File: src/core/mwc_pkg.sv
// package: constants, types and timing of the memory write-cycle control block
package mwc_pkg;

    // ****************************************************************
    // clock and documented delays
    // ****************************************************************
    localparam int CLK_PERIOD_NS = 100;
    localparam int WINIT_NS = 75;
    localparam int WE_ON_NS = 60;
    localparam int WE_OFF_NS = 210;

    // least times round up, longest times round down, never below one cycle
    localparam int WINIT_CYC = ((WINIT_NS + CLK_PERIOD_NS - 1) / CLK_PERIOD_NS < 1) ? 1 :
        (WINIT_NS + CLK_PERIOD_NS - 1) / CLK_PERIOD_NS;
    localparam int WE_ON_CYC = ((WE_ON_NS + CLK_PERIOD_NS - 1) / CLK_PERIOD_NS < 1) ? 1 :
        (WE_ON_NS + CLK_PERIOD_NS - 1) / CLK_PERIOD_NS;
    localparam int WE_OFF_CYC = (WE_OFF_NS / CLK_PERIOD_NS < 1) ? 1 : WE_OFF_NS / CLK_PERIOD_NS;

    // ****************************************************************
    // memory geometry
    // ****************************************************************
    localparam int WORD_ADDR_W = 11;
    localparam int PROT_FIELD_HI = 10;
    localparam int PROT_FIELD_LO = 7;
    localparam int SYNC_STAGES = 2;

    // ****************************************************************
    // data select codes {bit1, bit0}
    // ****************************************************************
    localparam logic [1:0] DSEL_CU = 2'h0;
    localparam logic [1:0] DSEL_IO_SUBSYSTEM = 2'h1;
    localparam logic [1:0] DSEL_CUB = 2'h2;
    localparam logic [1:0] DSEL_PE = 2'h3;

    // ****************************************************************
    // register map
    // ****************************************************************
    localparam logic [4:0] OFS_CTRL = 5'h00;
    localparam logic [4:0] OFS_STATUS = 5'h04;
    localparam logic [4:0] OFS_MASK = 5'h08;
    localparam logic [4:0] OFS_STATE = 5'h0c;
    localparam logic [1:0] RESP_OKAY = 2'h0;
    localparam logic [1:0] RESP_SLVERR = 2'h2;

    localparam int CTRL_ENABLE_BIT = 0;
    localparam logic CTRL_RESET = 1'h1;
    localparam int EV_W = 3;
    localparam int EV_PROT_BIT = 0;
    localparam int EV_WDONE_BIT = 1;
    localparam int EV_RDONE_BIT = 2;
    localparam logic [2:0] MASK_RESET = 3'h0;
    localparam int ST_LATCH_BIT = 0;
    localparam int ST_BUSY_BIT = 1;
    localparam int ST_WEN_BIT = 2;
    localparam int ST_OUTER_BIT = 3;
    localparam int ST_INNER_BIT = 4;
    localparam int ST_ADDR_LO = 16;

    // ****************************************************************
    // types
    // ****************************************************************
    typedef enum logic [2:0] {
        ST_IDLE = 3'h1,
        ST_WRITE = 3'h2,
        ST_READ = 3'h4
    } mwc_state_e;

    // outputs toward the memory array
    typedef struct packed {
        logic [WORD_ADDR_W-1:0] addr;
        logic init_n;
        logic outer_we;
        logic inner_we;
    } mwc_mem_ctl_s;

endpackage

File: src/core/mwc_sync.sv
// two-flop synchroniser for a vector of independent pin levels
`timescale 1ns/10ps
`default_nettype none
module mwc_sync #(
    parameter int WIDTH = 1
) (
    // clock and reset
    input wire logic aclk,
    input wire logic aresetn,
    // levels
    input wire logic [WIDTH-1:0] async_in,
    output logic [WIDTH-1:0] sync_out
);
    logic [WIDTH-1:0] meta_r;
    logic [WIDTH-1:0] sync_r;

    // reset value is zero; active-low pins therefore read as asserted until two edges pass
    always_ff @(posedge aclk)
    begin
        if (!aresetn)
        begin
            meta_r <= '0;
            sync_r <= '0;
        end
        else
        begin
            meta_r <= async_in;
            sync_r <= meta_r;
        end
    end

    assign sync_out = sync_r;
endmodule
`default_nettype wire

File: src/core/mwc_delay_line.sv
// clocked stand-in for the write-cycle delay line and its timing taps
`timescale 1ns/10ps
`default_nettype none
module mwc_delay_line #(
    parameter int WINIT_CYC = mwc_pkg::WINIT_CYC,
    parameter int WE_ON_CYC = mwc_pkg::WE_ON_CYC,
    parameter int WE_OFF_CYC = mwc_pkg::WE_OFF_CYC
) (
    // clock and reset
    input wire logic aclk,
    input wire logic aresetn,
    // launch
    input wire logic launch,
    // taps
    output logic winit_tap,
    output logic we_window,
    output logic cycle_end
);
    localparam int CNT_W = $clog2(WE_OFF_CYC + 1);

    logic [CNT_W-1:0] cnt_r;

    generate
        if (WINIT_CYC < 1 || WE_ON_CYC < 1 || WE_OFF_CYC <= WE_ON_CYC || WINIT_CYC > WE_OFF_CYC)
        begin : g_bad
            $error("delay line taps out of order");
        end
    endgenerate

    // count of whole cycles since launch, zero when idle
    always_ff @(posedge aclk)
    begin
        if (!aresetn)
            cnt_r <= '0;
        else if (launch)
            cnt_r <= CNT_W'(1);
        else if (cycle_end)
            cnt_r <= '0;
        else if (cnt_r != '0)
            cnt_r <= cnt_r + CNT_W'(1);
    end

    assign winit_tap = (cnt_r == CNT_W'(WINIT_CYC));
    assign we_window = (cnt_r >= CNT_W'(WE_ON_CYC)) && (cnt_r < CNT_W'(WE_OFF_CYC));
    assign cycle_end = (cnt_r == CNT_W'(WE_OFF_CYC));
endmodule
`default_nettype wire

File: src/core/mwc_top.sv
// memory write-cycle control: start, protect check, initiate pulse, half-word enables
//
// Functional notes
// - select plus initiate launches the timing pulse
// - 11-bit word address forwarded to memory
// - protected low 128 words block enables, set latch
// - protect latch is status only, never blocks
// - latch holds until protect-error reset
// - initiate needs write, enable, no transfer, tap
// - enable flip-flop rests set, cleared on error
// - write initiate tap delays about 75 ns
// - reads activate memory without the write delay
// - initiate pulse leaves the block active low
// - outer and inner enables cover their bit groups
// - low half-select bit sets its latch
// - half latches gate outer and inner enables
// - controller or io sources force both enables
// - enables valid inside the 60-210 ns window
`timescale 1ns/10ps
`default_nettype none
module mwc_top #(
    parameter int ADDR_W = 5,
    parameter int WINIT_CYC = mwc_pkg::WINIT_CYC,
    parameter int WE_ON_CYC = mwc_pkg::WE_ON_CYC,
    parameter int WE_OFF_CYC = mwc_pkg::WE_OFF_CYC
) (
    // clock and reset
    input wire logic aclk,
    input wire logic aresetn,
    // axi4-lite write address and data
    input wire logic [ADDR_W-1:0] s_axi_awaddr,
    input wire logic s_axi_awvalid,
    output logic s_axi_awready,
    input wire logic [31:0] s_axi_wdata,
    input wire logic [3:0] s_axi_wstrb,
    input wire logic s_axi_wvalid,
    output logic s_axi_wready,
    // axi4-lite write response
    output logic [1:0] s_axi_bresp,
    output logic s_axi_bvalid,
    input wire logic s_axi_bready,
    // axi4-lite read
    input wire logic [ADDR_W-1:0] s_axi_araddr,
    input wire logic s_axi_arvalid,
    output logic s_axi_arready,
    output logic [31:0] s_axi_rdata,
    output logic [1:0] s_axi_rresp,
    output logic s_axi_rvalid,
    input wire logic s_axi_rready,
    // controller pins
    input wire logic memory_select,
    input wire logic initiate_memory_cycle,
    input wire logic read_write_control,
    input wire logic [mwc_pkg::WORD_ADDR_W-1:0] word_address_bits,
    input wire logic protect_request_n,
    input wire logic protect_error_reset,
    input wire logic outer_half_select_n,
    input wire logic inner_half_select_n,
    input wire logic data_select_bit0,
    input wire logic data_select_bit1,
    input wire logic transfer_active,
    // memory side
    output mwc_pkg::mwc_mem_ctl_s mem_ctl,
    output logic timing_initiate_pulse,
    output logic protect_error_latch,
    output logic irq
);
    localparam int AW = mwc_pkg::WORD_ADDR_W;
    localparam int SW = AW + 10;
    localparam int EW = mwc_pkg::EV_W;

    // the register decode reads address bits 4:2, so a narrower bus cannot reach the map
    generate
        if (ADDR_W < 5)
        begin : g_bad_addr
            $error("register address narrower than the map");
        end
    endgenerate

    // ****************************************************************
    // pin synchronisation
    // ****************************************************************
    logic [SW-1:0] pins_raw;
    logic [SW-1:0] pins_s;
    logic s_msel;
    logic s_imc;
    logic s_rw;
    logic [AW-1:0] s_addr;
    logic s_prot_n;
    logic s_perr_rst;
    logic s_osel_n;
    logic s_isel_n;
    logic [1:0] s_dsel;
    logic s_xfer;

    assign pins_raw = {memory_select, initiate_memory_cycle, read_write_control,
        word_address_bits, protect_request_n, protect_error_reset, outer_half_select_n,
        inner_half_select_n, data_select_bit1, data_select_bit0, transfer_active};

    mwc_sync #(.WIDTH(SW)) u_sync (
        .aclk(aclk),
        .aresetn(aresetn),
        .async_in(pins_raw),
        .sync_out(pins_s)
    );

    assign {s_msel, s_imc, s_rw, s_addr, s_prot_n, s_perr_rst, s_osel_n, s_isel_n,
        s_dsel, s_xfer} = pins_s;

    // ****************************************************************
    // cycle sequencing
    // ****************************************************************
    mwc_pkg::mwc_state_e state_r;
    mwc_pkg::mwc_state_e state_nxt;
    logic imc_prev_r;
    logic rw_r;
    logic xfer_r;
    logic [1:0] dsel_r;
    logic [AW-1:0] addr_r;
    logic wen_ff_r;
    logic outer_lat_r;
    logic inner_lat_r;
    logic prot_latch_r;
    logic tip_r;
    logic init_r;
    logic outer_we_r;
    logic inner_we_r;
    logic ctrl_en_r;
    logic start;
    logic prot_hit;
    logic winit_tap;
    logic we_window;
    logic cycle_end;
    logic force_full;
    logic we_ok;
    logic init_write;
    logic [EW-1:0] events;

    // level edge so a held initiate starts only one cycle
    assign start = s_msel && s_imc && !imc_prev_r && (state_r == mwc_pkg::ST_IDLE)
        && ctrl_en_r;
    // protect check runs on writes only; reads never see it
    assign prot_hit = start && !s_rw && !s_prot_n
        && (s_addr[mwc_pkg::PROT_FIELD_HI:mwc_pkg::PROT_FIELD_LO] == '0);
    assign force_full = (dsel_r == mwc_pkg::DSEL_CU) || (dsel_r == mwc_pkg::DSEL_IO_SUBSYSTEM);
    assign we_ok = (state_r == mwc_pkg::ST_WRITE) && we_window && wen_ff_r && !rw_r && !xfer_r;
    assign init_write = (state_r == mwc_pkg::ST_WRITE) && !rw_r && wen_ff_r && !xfer_r
        && winit_tap;

    mwc_delay_line #(
        .WINIT_CYC(WINIT_CYC),
        .WE_ON_CYC(WE_ON_CYC),
        .WE_OFF_CYC(WE_OFF_CYC)
    ) u_delay (
        .aclk(aclk),
        .aresetn(aresetn),
        .launch(start && !s_rw),
        .winit_tap(winit_tap),
        .we_window(we_window),
        .cycle_end(cycle_end)
    );

    always_comb
    begin
        state_nxt = state_r;
        unique case (state_r)
            mwc_pkg::ST_IDLE:
                if (start)
                    state_nxt = s_rw ? mwc_pkg::ST_READ : mwc_pkg::ST_WRITE;
            mwc_pkg::ST_WRITE:
                if (cycle_end)
                    state_nxt = mwc_pkg::ST_IDLE;
            mwc_pkg::ST_READ:
                state_nxt = mwc_pkg::ST_IDLE;
            default:
                state_nxt = mwc_pkg::ST_IDLE;
        endcase
    end

    always_ff @(posedge aclk)
    begin
        if (!aresetn)
        begin
            state_r <= mwc_pkg::ST_IDLE;
            imc_prev_r <= 1'h0;
        end
        else
        begin
            state_r <= state_nxt;
            imc_prev_r <= s_imc;
        end
    end

    // read/write and data select are taken as they stand at the start
    always_ff @(posedge aclk)
    begin
        if (!aresetn)
        begin
            rw_r <= 1'h1;
            xfer_r <= 1'h0;
            dsel_r <= mwc_pkg::DSEL_PE;
            addr_r <= '0;
        end
        else if (start)
        begin
            rw_r <= s_rw;
            xfer_r <= s_xfer;
            dsel_r <= s_dsel;
            addr_r <= s_addr;
        end
    end

    // enable flip-flop rests set, drops on a protect hit and sets again once the state is back in idle
    always_ff @(posedge aclk)
    begin
        if (!aresetn)
            wen_ff_r <= 1'h1;
        else if (prot_hit)
            wen_ff_r <= 1'h0;
        else if (state_r == mwc_pkg::ST_IDLE)
            wen_ff_r <= 1'h1;
    end

    // half latches are set by a low select at the start and hold until the next start reloads them
    always_ff @(posedge aclk)
    begin
        if (!aresetn)
        begin
            outer_lat_r <= 1'h0;
            inner_lat_r <= 1'h0;
        end
        else if (start)
        begin
            outer_lat_r <= !s_osel_n;
            inner_lat_r <= !s_isel_n;
        end
    end

    // status only: it steers nothing, so later writes still run
    // a hit in the clearing cycle wins over the reset
    always_ff @(posedge aclk)
    begin
        if (!aresetn)
            prot_latch_r <= 1'h0;
        else if (prot_hit)
            prot_latch_r <= 1'h1;
        else if (s_perr_rst)
            prot_latch_r <= 1'h0;
    end

    // ****************************************************************
    // memory outputs
    // ****************************************************************
    always_ff @(posedge aclk)
    begin
        if (!aresetn)
        begin
            tip_r <= 1'h0;
            init_r <= 1'h0;
            outer_we_r <= 1'h0;
            inner_we_r <= 1'h0;
        end
        else
        begin
            tip_r <= start;
            init_r <= init_write || (start && s_rw);
            outer_we_r <= we_ok && (force_full || outer_lat_r);
            inner_we_r <= we_ok && (force_full || inner_lat_r);
        end
    end

    assign mem_ctl.addr = addr_r;
    assign mem_ctl.init_n = !init_r;
    assign mem_ctl.outer_we = outer_we_r;
    assign mem_ctl.inner_we = inner_we_r;
    assign timing_initiate_pulse = tip_r;
    assign protect_error_latch = prot_latch_r;

    // ****************************************************************
    // axi4-lite register slave and interrupt
    // ****************************************************************
    logic aw_got_r;
    logic w_got_r;
    logic [ADDR_W-1:0] awaddr_r;
    logic [31:0] wdata_r;
    logic [3:0] wstrb_r;
    logic bvalid_r;
    logic [1:0] bresp_r;
    logic rvalid_r;
    logic [31:0] rdata_r;
    logic [1:0] rresp_r;
    logic [EW-1:0] status_r;
    logic [EW-1:0] mask_r;
    logic do_write;
    logic wr_ctrl;
    logic wr_status;
    logic wr_mask;
    logic wr_known;
    logic [EW-1:0] w1c;
    logic [31:0] state_word;
    logic [31:0] rd_word;
    logic rd_known;

    function automatic logic [4:0] word_ofs(input logic [ADDR_W-1:0] a);
        word_ofs = {a[4:2], 2'h0};
    endfunction

    assign s_axi_awready = !aw_got_r && !bvalid_r;
    assign s_axi_wready = !w_got_r && !bvalid_r;
    assign s_axi_arready = !rvalid_r;
    assign do_write = aw_got_r && w_got_r && !bvalid_r;
    assign wr_ctrl = do_write && (word_ofs(awaddr_r) == mwc_pkg::OFS_CTRL) && wstrb_r[0];
    assign wr_status = do_write && (word_ofs(awaddr_r) == mwc_pkg::OFS_STATUS) && wstrb_r[0];
    assign wr_mask = do_write && (word_ofs(awaddr_r) == mwc_pkg::OFS_MASK) && wstrb_r[0];
    assign wr_known = (word_ofs(awaddr_r) == mwc_pkg::OFS_CTRL)
        || (word_ofs(awaddr_r) == mwc_pkg::OFS_STATUS)
        || (word_ofs(awaddr_r) == mwc_pkg::OFS_MASK)
        || (word_ofs(awaddr_r) == mwc_pkg::OFS_STATE);
    assign w1c = wr_status ? wdata_r[EW-1:0] : '0;
    assign events = {(state_r == mwc_pkg::ST_READ),
        ((state_r == mwc_pkg::ST_WRITE) && cycle_end), prot_hit};

    assign state_word = {5'h0, addr_r, 11'h0, inner_lat_r, outer_lat_r, wen_ff_r,
        (state_r != mwc_pkg::ST_IDLE), prot_latch_r};
    assign rd_known = (word_ofs(s_axi_araddr) <= mwc_pkg::OFS_STATE) && (ADDR_W < 5 ||
        s_axi_araddr[ADDR_W-1:0] < ADDR_W'(16));
    assign rd_word = (word_ofs(s_axi_araddr) == mwc_pkg::OFS_CTRL) ? {31'h0, ctrl_en_r} :
        (word_ofs(s_axi_araddr) == mwc_pkg::OFS_STATUS) ? {29'h0, status_r} :
        (word_ofs(s_axi_araddr) == mwc_pkg::OFS_MASK) ? {29'h0, mask_r} : state_word;

    always_ff @(posedge aclk)
    begin
        if (!aresetn)
        begin
            aw_got_r <= 1'h0;
            w_got_r <= 1'h0;
            awaddr_r <= '0;
            wdata_r <= 32'h0;
            wstrb_r <= 4'h0;
        end
        else
        begin
            if (s_axi_awvalid && s_axi_awready)
            begin
                aw_got_r <= 1'h1;
                awaddr_r <= s_axi_awaddr;
            end
            else if (do_write)
                aw_got_r <= 1'h0;
            if (s_axi_wvalid && s_axi_wready)
            begin
                w_got_r <= 1'h1;
                wdata_r <= s_axi_wdata;
                wstrb_r <= s_axi_wstrb;
            end
            else if (do_write)
                w_got_r <= 1'h0;
        end
    end

    always_ff @(posedge aclk)
    begin
        if (!aresetn)
        begin
            bvalid_r <= 1'h0;
            bresp_r <= mwc_pkg::RESP_OKAY;
            rvalid_r <= 1'h0;
            rdata_r <= 32'h0;
            rresp_r <= mwc_pkg::RESP_OKAY;
        end
        else
        begin
            if (do_write)
            begin
                bvalid_r <= 1'h1;
                bresp_r <= wr_known ? mwc_pkg::RESP_OKAY : mwc_pkg::RESP_SLVERR;
            end
            else if (s_axi_bready)
                bvalid_r <= 1'h0;
            if (s_axi_arvalid && s_axi_arready)
            begin
                rvalid_r <= 1'h1;
                rdata_r <= rd_known ? rd_word : 32'h0;
                rresp_r <= rd_known ? mwc_pkg::RESP_OKAY : mwc_pkg::RESP_SLVERR;
            end
            else if (s_axi_rready)
                rvalid_r <= 1'h0;
        end
    end

    // events set over a same-cycle write-one clear
    always_ff @(posedge aclk)
    begin
        if (!aresetn)
        begin
            ctrl_en_r <= mwc_pkg::CTRL_RESET;
            mask_r <= mwc_pkg::MASK_RESET;
            status_r <= '0;
        end
        else
        begin
            if (wr_ctrl)
                ctrl_en_r <= wdata_r[mwc_pkg::CTRL_ENABLE_BIT];
            if (wr_mask)
                mask_r <= wdata_r[EW-1:0];
            status_r <= (status_r & ~w1c) | events;
        end
    end

    assign s_axi_bvalid = bvalid_r;
    assign s_axi_bresp = bresp_r;
    assign s_axi_rvalid = rvalid_r;
    assign s_axi_rdata = rdata_r;
    assign s_axi_rresp = rresp_r;
    assign irq = |(status_r & mask_r);
endmodule
`default_nettype wire

File: config.mk
export PLATFORM = sky130hd
export DESIGN_NAME = mwc_top
export DESIGN_NICKNAME = d
export VERILOG_FILES = /design/src/core/mwc_pkg.sv /design/src/core/mwc_sync.sv /design/src/core/mwc_delay_line.sv /design/src/core/mwc_top.sv
export SDC_FILE = /design/constraint.sdc
export NUM_CORES = 1
export LEC_CHECK = 0
export BUFFER_PORTS_ARGS = -buffer_cell sky130_fd_sc_hd__buf_2
export CORE_MARGIN = 4
export CORE_UTILIZATION = 40
export CTS_CLUSTER_DIAMETER = 50
export DETAILED_ROUTE_END_ITERATION = 6
export GPL_TIMING_DRIVEN = 0
export MAX_ROUTING_LAYER = met4
export PLACE_DENSITY = 0.64
export SLEW_MARGIN = 10
export SYNTH_ARGS = -nofsm -noshare
export SYNTH_HDL_FRONTEND = slang
export SYNTH_SLANG_ARGS = --single-unit
File: constraint.sdc
create_clock -name aclk -period 3.9 [get_ports aclk]
set_input_delay 0.39 -clock aclk [delete_from_list [all_inputs] [get_ports aclk]]
set_output_delay 0.39 -clock aclk [all_outputs]
set_load 0.1 [all_outputs]
Word level (Yosys, flattened, before mapping):

Index checks and enable logic that the tools add are counted.

* $add $sub $neg: 1
* equality and inequality tests: 14
* shift operators: 0
* reductions and logical operators: 68
* bitwise logic cells: 5
* div/mod/pow operators: 0
* muxes and demuxes: 25
* order comparisons: 4
* multipliers: 0

Operators with widths (count)
* two-way mux 27 bit: 4
* logical AND 1 bit: 34
* two-way mux 1 bit: 14
* nonzero test 2 bit: 7
* == test 3 x 2 -> 1 bit (second input constant): 4
* zero test 1 bit: 12
* two-way mux 3 bit: 4
* == test 3 x 1 -> 1 bit (second input constant): 3
* logical OR 1 bit: 7
* AND 3 bit: 2
* zero test 3 bit: 2
* one-hot mux 3 bit (2 select lines): 1
* OR reduction 3 bit: 2
* <= comparator 5 x 4 -> 1 bit (second input constant): 1
* < comparator 5 bit (second input constant): 1
* == test 2 x 1 -> 1 bit (second input constant): 2
* zero test 4 bit: 1
* two-way mux 2 bit: 2
* inequality test 2 bit (second input constant): 2
* == test 3 bit (second input constant): 1
* inequality test 3 x 1 -> 1 bit (second input constant): 1
* NOT 3 bit: 1
* OR 3 bit: 1
* nonzero test 3 bit: 1
* 7 further kinds: 7

* bits in registers: 127
* memory bits (writable): 0
* output and inout port bits: 58
* memories: 0
* memory bits (read-only): 0
* word-level logic and storage cells: 148
* latch bits: 0

Depth between registers and ports, before layout:

* word-level depth: 8
* mapped depth: 5
* mapped depth without buffers: 5

By module:

From an unflattened synthesis, not the netlist that was laid out.

* cell total of the unflattened synthesis: 385
* area, all modules: 3990.1 um^2

By module, submodules not included
* mwc_top: cells an instance 284, instances 1, sequential area each 1241.2 um^2, area each 2671.3 um^2
* mwc_sync: cells an instance 88, instances 1, sequential area each 840.8 um^2, area each 1176.1 um^2
* mwc_delay_line: cells an instance 13, instances 1, sequential area each 40.0 um^2, area each 142.6 um^2

Worst setup path before layout:

OpenSTA, ideal clock, no wires.

* path type: reg2out
* start: register bvalid_r (netlist: s_axi_bvalid)
* end: output s_axi_awready
* cell stages (with the launch flop): 3
* required time: 3.510 ns
* slack: 1.294 ns
* data arrival time: 2.216 ns
* cell sequence: dfxtp_1 -> buf_2 -> nor2_1

* longest elaborated chain between the ends: 2

Ends and longest elaborated chain
* from (decl): RTL line mwc_top.sv:287 `logic bvalid_r;`
* from (signal assigned): RTL line mwc_top.sv:365 `bvalid_r <= 1'h0;`
* from (signal assigned): RTL line mwc_top.sv:375 `bvalid_r <= 1'h1;`
* from (signal assigned): RTL line mwc_top.sv:379 `bvalid_r <= 1'h0;`
* zero test 1 bit: RTL line mwc_top.sv:308 `assign s_axi_awready = !aw_got_r && !bvalid_r;`
* logical AND 1 bit: RTL line mwc_top.sv:308
* to (decl): RTL line mwc_top.sv:33 `output logic s_axi_awready,`

No other way between the ends.

Worst setup path in the final report:

* start: register status_r[0]
* end: output irq

* longest elaborated chain between the ends: 2

Ends and longest elaborated chain
* from (decl): RTL line mwc_top.sv:292 `logic [EW-1:0] status_r;`
* from (signal assigned): RTL line mwc_top.sv:406 `status_r <= (status_r & ~w1c) | events;`
* AND 3 bit: RTL line mwc_top.sv:415 `assign irq = |(status_r & mask_r);`
* OR reduction 3 bit: RTL line mwc_top.sv:415
* to (decl): RTL line mwc_top.sv:66 `output logic irq`

No other way between the ends.

==> results.md <==
- Status: finished, final reports clean
- Largest delay share family, worst path: compound AO/OA/AOI/OAI gates
- Share of layout cells above drive strength 1: between 20% and 30%
- # clock sinks: 104
- GRT met1 Usage: 20.1%
- Slew margin rel.: around 64%
- Net Sw Frac: 28.4%
- Pwr/cell area: ~440 nW/um2
- CP max-delay cell: a222oi_1
- Cell variety after synth: 48
- CP Capture Type: output port
- R2r setup slk: between 2 and 2.5 ns
- Final Util: around half
- Cts bufs inserted: 9
- DRC viols: 0
- Max incr delay on CP: between 0.3 and 0.4 ns
- Core Area: roughly 9300 um2
- Min-delay worst type: input pin to register
- Clock Latency Late Sink: 0.36 ns
- Via count: 2896
- Dominant cells by area after synthesis: dfxtp_1, and2_1, mux2i_1
- DIE WIDTH: 106 um
- Starting Density: 41.4%
- Fmax: around 550 MHz
- Clock slew at reported path FFs: 0.10 ns
- CTS max path bufs: 2
- Cell Rows: 35
- Total routed wirelength: ~8.3 mm
- Cell Int Power: roughly 1.5 mW
- Tmin final: ~1.8 ns
- Worst Reg-to-Reg Cells: 4
- Largest net degree at the start of global routing: 19
- Hold Path Depth: 2
- CTS root buf: clkbuf_8
- Seq pwr share: 53.9%
- Ys Warns: 0
- CP required: ~3.5 ns
- Setup CP Type: register to output port
- MaxCap Viol Count: 0
- Layer with the highest usage: met2
- Fill count: 921
- Number of cells in the finished layout apart from fillers: 620
- Setup bufs post-CTS: 0
- Area growth syn-to-layout: 20.8%
- Pre-CTS setup slack: about 2.3 ns
- Reg-to-Reg Start: ctrl_en_r
- Met3 Usage GRT: under 10%
- Vias per cell: 4.67
- Final Cycle Share: 46.7%
- First-pass GRT wire length: approximately 14 mm
- Post_cts resized: 0
- Fin nets: roughly 570
- VDD IR-drop max: about 0.20 mV
- Largest area contributor in the netlist: dfxtp_1
- TritonCTS clock tree: yes
- Avg Cell Area, Syn: ~10 um2
- Final setup violation count: 0
- Hold WS: ~0.23 ns
- Post-synth top area share: 54.0%
- Worst R2R End: addr_r[6]
- Layout Skew: around 0.0064 ns
- RSZ-0062 raised after global routing: false
- Worst Setup SP: status_r[0]
- Setup TNS: 0 ns
- Arrival time worst endpoint: 1.43 ns
- CP cell instances: a222oi_1, inv_1, buf_2
- Min-Delay Startpoint: protect_request_n
- Post-DRT Antenna Nets: 0
- Critical Path Start Type: register
- Final-report hold violation count: 0
- Worst-case hold path end point: u_sync.meta_r[6]
- H-tree levels: 3
- Gpl congestion: between 0.8 and 0.9
- Placed cells: around 610
- #FFs+latches synth: 104
- First-pass DRT Iterations: 4
- Drt initial violations: between 100 and 150
- Grt total ovfl: 0
- Mapped Area: 3860 um2
- DP HPWL: between 6 and 7 mm
- Synth top cells by count: dfxtp_1, and2_1, nor2_1, a21oi_1, buf_4
- Placed cell areas: 4460 um2
- Combinational Power Share: 13.8%
- Vias in the first global route: 2802
- Slew Viols, Final: 0
- N_diodes: 0
- Seq/Total Area, Yosys: approximately 54%
- Top FF cell, synth: dfxtp_1
- CP Max Fanout: 3
- Die area: about 11000 um2
- Leak: just over 2 nW
- Post-cts hold buffer count: 0
- EDFF count, synth: 0
- Met2 Track Usage GR: 24.1%
- Gr usage total: 15.7%
- Slew @ Worst Pin: 0.536 ns
- Finished Cell Area: 4660 um2
- Async set-reset flop share out of synthesis: 0%
- Syn Inst Count: between 300 and 400
- Critical path buffers and inverters: 2
- Power share of the clock group: about a third
- Routed len/inst: between 10 and 15 um
- Total power: 2.07 mW
- Worst Slack Setup Final: ~2.1 ns
- Total net switching power: 0.588 mW
- Die height: 106 um
- Most numerous cell in the Yosys netlist: dfxtp_1
- I/O pin count: approximately 130
- I/O Buffers: 75
- Initial antenna violation count: 0
-- kinds of logic after synthesis --
group           after synthesis  synth area share, %
compound gates               65                 10.8
fa+ha+maj                     4                 1.30
buf+inv                      57                 8.27
flops                       104                 54.0
mux                          17                 4.73
other cells                   1               0.0972
simple gates                136                 20.9
-- power by group through the flow --
stage	registers [mW]	logic (mW)	clock network (mW)
3_5_place_dp	1.14	0.286	0
6_report	1.12	0.285	0.670
4_1_cts	1.12	0.286	0.692
5_1_grt	1.12	0.309	0.737
2_1_floorplan	1.16	0.212	0
3_3_place_gp	1.14	0.280	0
-- worst max-delay path by stage --
stage | to | slack [ns] | cells past startpoint
after global routing | irq | 1.94 | 3
after CTS | irq | 2.06 | 3
after global placement | s_axi_rdata[20] | 2.30 | 5
final | irq | 2.08 | 3
after detailed placement | s_axi_rdata[20] | 2.29 | 5
after floorplan | s_axi_awready | 1.29 | 2
-- metal layers --
layer	share of wire (%)	wire, um
met4	1.1	87
met1	47	3900
met5	0	0
met2	45	3730
met3	6.7	550
-- registers in the layout (all words and copies together), names as in the netlist, 2 cells and up --
signal,count
u_sync.meta_r,20
mask_r,3
s_axi_rdata,16
awaddr_r,3
status_r,3
u_delay.cnt_r,2
state_r,3
wdata_r,3
addr_r,11
u_sync.sync_out,20
-- layout by cell type, fill, tap and decap left out, drive strengths merged, types with 2 or more instances in the layout --
| cell | n |
|---|---|
| a211oi | 2 |
| dfxtp | 104 |
| mux2i | 16 |
| inv | 16 |
| nand3b | 2 |
| nor3b | 6 |
| nor3 | 6 |
| a32oi | 13 |
| nand3 | 16 |
| nand4 | 2 |
| nor2 | 31 |
| and4b | 2 |
| nand2b | 7 |
| o21ai | 16 |
| nor4 | 4 |
| conb | 18 |
| buf | 110 |
| ha | 4 |
| and2 | 41 |
| clkbuf | 18 |
| a32o | 2 |
| a21oi | 25 |
| o21a | 2 |
| nor2b | 2 |
| nand2 | 11 |
-- layout make-up --
cell class	instances	area [um2]	share of cell area [%]
plain buffers	44	270	5.80
repair buffers	75	375	8.05
inverters	13	48.8	1.05
well taps	129	161	3.46
multi-input cells	240	1520	32.6
clock inverters	6	77.6	1.66
clock buffers	9	124	2.66
flip-flops and latches	104	2080	44.7
Power figures use the tool's default switching activity.
